**config.mk**
```make
export PLATFORM = sky130hd
export DESIGN_NAME = pdcap_top
export DESIGN_NICKNAME = d
export VERILOG_FILES = /design/src/logic/pdcap_pkg.sv /design/src/logic/pdcap_buf.sv /design/src/logic/pdcap_top.sv
export SDC_FILE = /design/constraint.sdc
export NUM_CORES = 1
export LEC_CHECK = 0
export BUFFER_PORTS_ARGS = -buffer_cell sky130_fd_sc_hd__buf_2
export CORE_MARGIN = 2
export CORE_UTILIZATION = 25
export CTS_CLUSTER_DIAMETER = 120
export DETAILED_ROUTE_END_ITERATION = 16
export GPL_ROUTABILITY_DRIVEN = 0
export HOLD_SLACK_MARGIN = 0.12
export PLACE_DENSITY = 0.44
export SKIP_LAST_GASP = 1
export SLEW_MARGIN = 20
export SYNTH_ARGS = -nofsm -noshare
export SYNTH_HDL_FRONTEND = slang
export SYNTH_SLANG_ARGS = --single-unit
export TNS_END_PERCENT = 5
```
**constraint.sdc**
```tcl
create_clock -name clk -period 4.5 [get_ports clk]
set_clock_uncertainty 0.1 [all_clocks]
set_input_delay 0.45 -clock clk [delete_from_list [all_inputs] [get_ports clk]]
set_output_delay 0.45 -clock clk [all_outputs]
set_load 0.1 [all_outputs]
```
**src/logic/pdcap_pkg.sv**
```systemverilog
// Package for the pulse duration capture block: constants, encodings and carriers
`default_nettype none
package pdcap_pkg;
   localparam int unsigned CLK_HZ          = 10_000_000;
   localparam int unsigned CNT_W           = 16;
   localparam int unsigned PRESC_W         = 4;
   localparam logic [1:0]  MODE_BOTH0      = 2'h0;
   localparam logic [1:0]  MODE_BOTH1      = 2'h1;
   localparam logic [1:0]  MODE_RISE       = 2'h2;
   localparam logic [1:0]  MODE_FALL       = 2'h3;
   localparam logic [15:0] CNT_RESET       = 16'h0000;
   localparam logic [15:0] CNT_MAX         = 16'hFFFF;
   localparam logic [3:0]  PRESC_RESET     = 4'h0;
   localparam logic [14:0] DIV_RESET       = 15'h0000;
   localparam int unsigned BUF_DEPTH       = 2;

   // Mode configuration word
   typedef struct packed {
      logic       single_measurement;
      logic       overrun_policy;
      logic [1:0] edge_selection_field;
      logic [3:0] prescaler;
   } pdcap_mode_t;

   localparam pdcap_mode_t MODE_RESET = '0;

   // One-cycle commands
   typedef struct packed {
      logic start_measure_command;
      logic disable_command;
      logic enable_command;
      logic soft_reset_command;
   } pdcap_cmd_t;

   // Status view
   typedef struct packed {
      logic enabled_status_flag;
      logic new_value_flag;
      logic overflow;
      logic overrun;
      logic dma_complete_flag;
   } pdcap_status_t;

   // Clear-status strobes
   typedef struct packed {
      logic overflow;
      logic overrun;
      logic dma_complete_flag;
   } pdcap_clear_t;

   typedef enum logic [2:0] {
      ST_IDLE = 3'b001,
      ST_ARM  = 3'b010,
      ST_RUN  = 3'b100
   } pdcap_state_t;
endpackage : pdcap_pkg
`default_nettype wire

```
**src/logic/pdcap_buf.sv**
```systemverilog
// Two-entry buffer with valid and ready on both sides
`default_nettype none
module pdcap_buf (
   input  wire logic        clk,
   input  wire logic        rst_n,
   input  wire logic        flush,
   input  wire logic        in_valid,
   output logic             in_ready,
   input  wire logic [15:0] in_data,
   output logic             out_valid,
   input  wire logic        out_ready,
   output logic [15:0]      out_data
);
   logic [15:0] mem_q [pdcap_pkg::BUF_DEPTH];
   logic        wp_q;
   logic        rp_q;
   logic [1:0]  cnt_q;
   wire         push = in_valid && in_ready;
   wire         pop  = out_valid && out_ready;

   assign in_ready  = (cnt_q != 2'h2);
   assign out_valid = (cnt_q != 2'h0);
   assign out_data  = mem_q[rp_q];

   always_ff @(posedge clk) begin
      if (!rst_n || flush) begin
         wp_q  <= 1'b0;
         rp_q  <= 1'b0;
         cnt_q <= 2'h0;
      end else begin
         if (push) wp_q <= ~wp_q;
         if (pop) rp_q <= ~rp_q;
         cnt_q <= cnt_q + {1'b0, push} - {1'b0, pop};
      end
   end

   always_ff @(posedge clk) begin
      if (push) mem_q[wp_q] <= in_data;
   end
endmodule : pdcap_buf
`default_nettype wire

```
**src/logic/pdcap_top.sv**
```systemverilog
// Pulse duration capture: prescaled edge timer with result buffer toward the DMA channel
//
// What this block does
// - Measure high and low durations in count_clock cycles into result register.
// - Offer each result to the DMA channel as one 16-bit word; a result that finds the buffer full is dropped.
// - Catch every edge below count_clock/2, error at most one period.
// - Three modes: either edge, rising to rising, falling to falling.
// - Edge selection value 0x2 measures rising to rising periods.
// - Overrun either overwrites the unread result or stops acquiring, per policy.
// - Reading the result register clears the new value flag.
// - Disabling capture resets the duration counter.
// - Prescaler zero gives count_clock at half the core clock.
// - Prescaler halves count_clock per step, from core/2 at 0 down to core/32768 at 14 and 15.
// - Each edge detected within one count_clock period.
// - Edge delay at most one, duration error at most two periods.
// - Enable command raises enabled flag; start only after it reads set.
// - DMA transfer complete sets the DMA complete flag; interrupt if enabled.
// - Clock gate lets software stop the count clock to save power.
// - Single measurement mode stops after one result until next start.
// - Soft reset clears all state except the clock gate status and the input synchroniser.
`default_nettype none
module pdcap_top (
   input  wire logic                     clk,
   input  wire logic                     rst_n,
   input  wire logic                     sig_in,
   input  wire logic                     clock_gate_on,
   input  wire logic                     clock_gate_off,
   input  wire pdcap_pkg::pdcap_cmd_t    cmd,
   input  wire logic                     mode_we,
   input  wire pdcap_pkg::pdcap_mode_t   mode_wdata,
   input  wire pdcap_pkg::pdcap_clear_t  clear,
   input  wire logic [2:0]               irq_enable_set,
   input  wire logic [2:0]               irq_enable_clr,
   input  wire logic                     result_rd,
   input  wire logic                     dma_ready,
   input  wire logic                     dma_done,
   output pdcap_pkg::pdcap_mode_t        mode_q,
   output pdcap_pkg::pdcap_status_t      status_q,
   output logic                          clock_gate_status_q,
   output logic [15:0]                   result_q,
   output logic [2:0]                    irq_mask_q,
   output logic                          irq_q,
   output logic                          dma_valid_q,
   output logic [15:0]                   dma_data_q
);
   ////////////////////////////////////////////////////////////////////////////
   // Input synchroniser and count_clock divider

   logic        sig_m_q;
   logic        sig_s_q;
   logic        sig_p_q;
   logic [14:0] div_q;
   logic        enable_q;
   pdcap_pkg::pdcap_state_t state_q;
   logic [15:0] cnt_q;
   logic        cnt_sat_q;
   logic        stopped_q;

   wire sw_rst = cmd.soft_reset_command;
   wire srst   = !rst_n || sw_rst;

   // Tap select: fires when d[p:0] are all ones, once per 2^(p+1) core cycles
   // Limitation: prescaler 15 runs at the prescaler 14 rate, the divider has 15 bits
   function automatic logic div_tap(input logic [14:0] d, input logic [3:0] p);
      logic [15:0] ext;
      logic [15:0] msk;
      ext = {d, 1'b1};
      msk = (16'h0004 << p) - 16'h0001;
      div_tap = ((ext & msk) == msk);
   endfunction : div_tap

   wire tick = clock_gate_status_q && div_tap(div_q, mode_q.prescaler);

   always_ff @(posedge clk) begin
      if (!rst_n) begin
         sig_m_q <= 1'b0;
         sig_s_q <= 1'b0;
      end else begin
         sig_m_q <= sig_in;
         sig_s_q <= sig_m_q;
      end
   end

   always_ff @(posedge clk) begin
      if (srst || !clock_gate_status_q) div_q <= pdcap_pkg::DIV_RESET;
      else div_q <= div_q + 15'h0001;
   end

   always_ff @(posedge clk) begin
      if (!rst_n) clock_gate_status_q <= 1'b0;
      else if (clock_gate_off) clock_gate_status_q <= 1'b0;
      else if (clock_gate_on) clock_gate_status_q <= 1'b1;
   end

   ////////////////////////////////////////////////////////////////////////////
   // Edge detection on count_clock ticks

   wire rise = tick && sig_s_q && !sig_p_q;
   wire fall = tick && !sig_s_q && sig_p_q;
   wire term_edge = (mode_q.edge_selection_field == pdcap_pkg::MODE_RISE) ? rise :
                    (mode_q.edge_selection_field == pdcap_pkg::MODE_FALL) ? fall :
                    (rise || fall);

   always_ff @(posedge clk) begin
      if (srst) sig_p_q <= 1'b0;
      else if (tick) sig_p_q <= sig_s_q;
   end

   ////////////////////////////////////////////////////////////////////////////
   // Control: enable and measurement sequencing

   wire en_d = cmd.disable_command ? 1'b0 : (cmd.enable_command ? 1'b1 : enable_q);

   always_ff @(posedge clk) begin
      if (srst) enable_q <= 1'b0;
      else enable_q <= en_d;
   end

   always_ff @(posedge clk) begin
      if (srst) mode_q <= pdcap_pkg::MODE_RESET;
      else if (mode_we) mode_q <= mode_wdata;
   end

   logic overrun_block;
   wire overrun_evt = stopped_q && term_edge && state_q == pdcap_pkg::ST_RUN;
   wire capture     = term_edge && state_q == pdcap_pkg::ST_RUN && !overrun_block;
   assign overrun_block = status_q.new_value_flag && !mode_q.overrun_policy;

   pdcap_pkg::pdcap_state_t state_d;
   always_comb begin
      state_d = state_q;
      case (state_q)
         pdcap_pkg::ST_IDLE: if (cmd.start_measure_command && enable_q) state_d = pdcap_pkg::ST_ARM;
         // First selected edge opens the interval
         pdcap_pkg::ST_ARM:  if (term_edge) state_d = pdcap_pkg::ST_RUN;
         pdcap_pkg::ST_RUN:  if (capture && mode_q.single_measurement) state_d = pdcap_pkg::ST_IDLE;
         default:            state_d = pdcap_pkg::ST_IDLE;
      endcase
      if (!enable_q) state_d = pdcap_pkg::ST_IDLE;
   end

   always_ff @(posedge clk) begin
      if (srst) state_q <= pdcap_pkg::ST_IDLE;
      else state_q <= state_d;
   end

   assign stopped_q = overrun_block;

   ////////////////////////////////////////////////////////////////////////////
   // Duration counter

   always_ff @(posedge clk) begin
      if (srst || !enable_q || state_q != pdcap_pkg::ST_RUN || term_edge) begin
         // A disabled or resetting block never restarts the count
         cnt_q     <= (term_edge && enable_q && !srst) ? 16'h0001 : pdcap_pkg::CNT_RESET;
         cnt_sat_q <= 1'b0;
      end else if (tick) begin
         if (cnt_q == pdcap_pkg::CNT_MAX) cnt_sat_q <= 1'b1;
         else cnt_q <= cnt_q + 16'h0001;
      end
   end

   ////////////////////////////////////////////////////////////////////////////
   // Result register, status and buffer toward the DMA channel

   wire         buf_in_ready;
   wire         buf_out_valid;
   wire [15:0]  buf_out_data;
   wire         ovf_evt = tick && cnt_q == pdcap_pkg::CNT_MAX && !cnt_sat_q && state_q == pdcap_pkg::ST_RUN;

   always_ff @(posedge clk) begin
      if (srst) result_q <= pdcap_pkg::CNT_RESET;
      else if (capture) result_q <= cnt_q;
   end

   always_ff @(posedge clk) begin
      if (srst) begin
         status_q <= '0;
      end else begin
         status_q.enabled_status_flag <= en_d;
         status_q.new_value_flag <= capture || (status_q.new_value_flag && !result_rd);
         // Full buffer drops the word, so it counts as an overrun too
         status_q.overrun <= (overrun_evt || (capture && status_q.new_value_flag && !result_rd)
                              || (capture && !buf_in_ready))
                             || (status_q.overrun && !clear.overrun);
         status_q.overflow <= ovf_evt || (status_q.overflow && !clear.overflow);
         status_q.dma_complete_flag <= dma_done || (status_q.dma_complete_flag && !clear.dma_complete_flag);
      end
   end

   always_ff @(posedge clk) begin
      if (srst) irq_mask_q <= 3'h0;
      else irq_mask_q <= (irq_mask_q | irq_enable_set) & ~irq_enable_clr;
   end

   always_ff @(posedge clk) begin
      if (srst) irq_q <= 1'b0;
      else irq_q <= |(irq_mask_q & {status_q.overflow, status_q.overrun, status_q.dma_complete_flag});
   end

   pdcap_buf u_buf (
      .clk       (clk),
      .rst_n     (rst_n),
      .flush     (sw_rst),
      .in_valid  (capture),
      .in_ready  (buf_in_ready),
      .in_data   (cnt_q),
      .out_valid (buf_out_valid),
      .out_ready (dma_ready || !dma_valid_q),
      .out_data  (buf_out_data)
   );

   always_ff @(posedge clk) begin
      if (srst) begin
         dma_valid_q <= 1'b0;
         dma_data_q  <= pdcap_pkg::CNT_RESET;
      end else if (dma_ready || !dma_valid_q) begin
         dma_valid_q <= buf_out_valid;
         dma_data_q  <= buf_out_data;
      end
   end

   ////////////////////////////////////////////////////////////////////////////
   // Checks

   wire div_quiet = !sw_rst && !mode_we && !clock_gate_off;
endmodule : pdcap_top
`default_nettype wire

```
==> flow_summary.yaml <==
status:
  status: "finished clean"
timing:
  rsz0062_at_grt: "false"
  slew_violations: 0
  tightestPinTransition_ps: 1032
  hold_violations: 0
  relSlewSlack_pct: 31.09
  fin_crit_sh_pct: 77.32
  fmax_mhz: 287.4
  tns_ps: 0
  fin_crit_ps: 3480
  setup_violations: 0
layout:
  final_core_util_pct: 31.31
  final_cells: 869
  nets: 616
  n_antenna_cell: 0
  drive_above_1_share_pct: 21.38
  syn2layout_area_growth_pct: 23.92
floorplan:
  die_w_um: 149.3
  rows: 53
  coreArea_um2: 20890
  initial_utilization_pct: 25.27
  dieArea_um2: 22290
  dieHeight_um: 149.3
  ios: 81
critical_path:
  worstSetupEndpointType: "flip-flop"
  r2r_cells: 12
  crit_family: "compound AO/OA/AOI/OAI gates"
  timing.rr.start: "mode_q[3]"
  path_max_fanout: 21
  path_buf_inv: 3
  required_ps: 4560
  slowest_delay_ps: 510
  rrSetupSlack_ps: 1020
  worstPathArrival_ps: 3540
  crit_path_start_kind: "flip-flop"
  crit_type: "flip-flop to flip-flop"
  cp_common_cell: "buf_4"
  r2r_end: "cnt_q[9]"
  cp_cell_sequence: "nor3_1 -> nand2b_1 -> ha_1 -> or3_1 -> a2111oi_0 -> a31oi_1 -> nand4_2 -> buf_4 -> o21ai_2 -> buf_4 -> o21bai_1 -> buf_4"
  critPathSlowestCell: "a2111oi_0"
place:
  dp.cells: 832
  place_hpwl_mm: 8.756
  portBuffers: 80
global_route:
  grt_pass1_wl_mm: 20.29
  grt_pass1_vias: 3842
  grt_max_degree: 36
  grt_overflow: 0
  gr-usage-all-layers_pct: 11.66
  antenna_found_initial: 0
synth:
  synthArstFlopShare_pct: 0
  synth_top_area_cell: "dfxtp_1"
  yosysWarningCount: 0
  synth_top_area_share_pct: 29.20
  syn_avg_cell_area_um2: 10.52
  syn_area_um2: 5279
  syn_nets: 537
  synth-edff-count: 48
  synth-seq-cells: 125
  synth_area_leaders: "dfxtp_1 (29%), edfxtp_1 (27%), nor2_1 (5.3%)"
  synth-seq-area-share_pct: 56.51
  synth_cells: 502
  synth_flop_cell: "dfxtp_1"
  ys_types: 54
power_and_ir_drop:
  p_leak_nw: 2.513
  power.density_nw_per_um2: 395.2
  finalPower_mw: 2.585
  peakVddDrop_mv: 0.1981
detailed_routing:
  dr_total_vias: 3880
  drc: 0
  routed_wl_mm: 12.27
  drtIter0Drc: 273
  postRouteAntennaNets: 0
  post_drt_wl_per_cell_um: 14.12
  first_pass_iters: 4
  avgViaCountPerCell: 4.465
clock_tree:
  hold_buffers: 5
  cts_tree: "yes"
  postCtsSetupBuffers: 0
  cts_resized: 0
  clock_tree.root_cell: "clkbuf_16"
  path_clk_slew_ps: 60
  clk_latency_ps: 420
  clockBufferDepth: 2
  clock_sinks: 125
  cts_max_level: 4
  cts_made_buffers: 17
hold_path:
  hold_class: "input pin to flip-flop"
  hold_path_depth: 3
  min_from: "dma_done"
  hold_end: "status_q[0]"
job:
  cap_violations: 0
## worst max-delay path by stage
stage | startpoint | end | slack (ps) | cells after the start
3_3_place_gp | mode_q[3] | u_buf.mem_q[0][8] | 1270 | 9
4_1_cts | mode_q[3] | cnt_q[9] | 1050 | 12
6_report | mode_q[3] | cnt_q[9] | 1020 | 12
5_1_grt | mode_q[3] | u_buf.cnt_q[1] | 740 | 13
3_5_place_dp | mode_q[3] | u_buf.cnt_q[1] | 1060 | 13
2_1_floorplan | mode_q[1] | u_buf.mem_q[1][0] | 340 | 10
## registers in the layout (all words and copies together), names as in the netlist, 2 cells and up
| signal | count |
|---|---|
| mode_q | 8 |
| cnt_q | 16 |
| u_buf.mem_q | 32 |
| result_q | 16 |
| dma_data_q | 16 |
| div_q | 15 |
| u_buf.cnt_q | 2 |
| irq_mask_q | 3 |
| state_q | 3 |
| status_q | 5 |
## kinds of logic after synthesis
| kind of cell | share of synthesized area, % |
|---|---|
| fa+ha+maj | 1.185 |
| flops | 56.51 |
| compound gates | 11.14 |
| xor+xnor | 5.309 |
| mux | 4.740 |
| buf+inv | 4.053 |
| simple gates | 17.07 |
## cells in the final DEF (no fill, tap or decap), types with 2 or more instances in the layout
master	n
buf_2	80
dfxtp_1	77
nor2_1	74
edfxtp_1	48
mux2i_1	25
a21oi_1	25
nand2_1	21
xnor2_1	18
nand4_1	18
o31ai_1	17
clkbuf_16	17
inv_1	16
a211oi_1	16
xor2_1	14
nand3_1	13
and3_1	12
nor3_1	10
nand2b_1	8
buf_4	7
and2_1	6
o21ai_0	6
ha_1	5
inv_6	5
dlygate4sd3_1	5
or3_1	3
and4_1	3
clkinv_2	3
nor3b_1	2
a21o_1	2
o22ai_1	2
a31oi_1	2
nor4_1	2
clkinvlp_4	2
clkinv_4	2
## per-stage QoR
stage	setup slack, ps	instance area [um2]	hold WS (ps)
6_report	1020	6541	141.6
5_1_grt	743.4	6541	146.5
4_1_cts	1052	6541	126.6
3_5_place_dp	1057	5929	323.3
3_3_place_gp	1272	5929	321.6
2_1_floorplan	341.9	5279	311.8
## cell usage after synthesis, types with 2 or more instances
cell type	count
a211oi_1	16
a21o_1	2
a21oi_1	25
a31oi_1	2
and2_1	6
and3_1	12
and4_1	3
buf_1	2
buf_2	6
buf_4	3
buf_6	2
clkbuf_1	19
dfxtp_1	77
edfxtp_1	48
ha_1	5
inv_1	16
mux2i_1	25
nand2_1	21
nand2b_1	9
nand3_1	13
nand4_1	18
nor2_1	74
nor3_1	11
nor3b_1	2
nor4_1	2
o21ai_0	6
o22ai_1	2
o31ai_1	17
or3_1	3
xnor2_1	18
xor2_1	14
## cell type report
cell class / count / area (um2)
clock buffer: 18 / 429.2
clock inverter: 14 / 132.6
fill: 2158 / 14350
inverter: 16 / 60.06
multi-input combinational: 329 / 2090
sequential: 125 / 2983
tap: 275 / 344.1
timing repair buffer: 92 / 503.0
## report_power, final
group / switching (mW) / leakage, nW / internal, mW
clock network: 0.531 / 0.274 / 0.769
logic: 0.0718 / 1.06 / 0.0336
registers: 0.00750 / 1.18 / 1.17
total: 0.610 / 2.51 / 1.97
## worst min-delay path, stage by stage
cell,delay (ps)
buf_2,70
a21oi_1,30
nor2_1,60
## metal layers
layer	vias to the layer above	part of all wire, %	global-route usage (%)
met3	16	5.1	4.190
met4	0	1.5	4.667
met1	1809	49	15.44
li1	1980	-	-
met2	75	45	17.30
met5	-	0	0
Note: power is estimated with default switching activity, not from simulation.
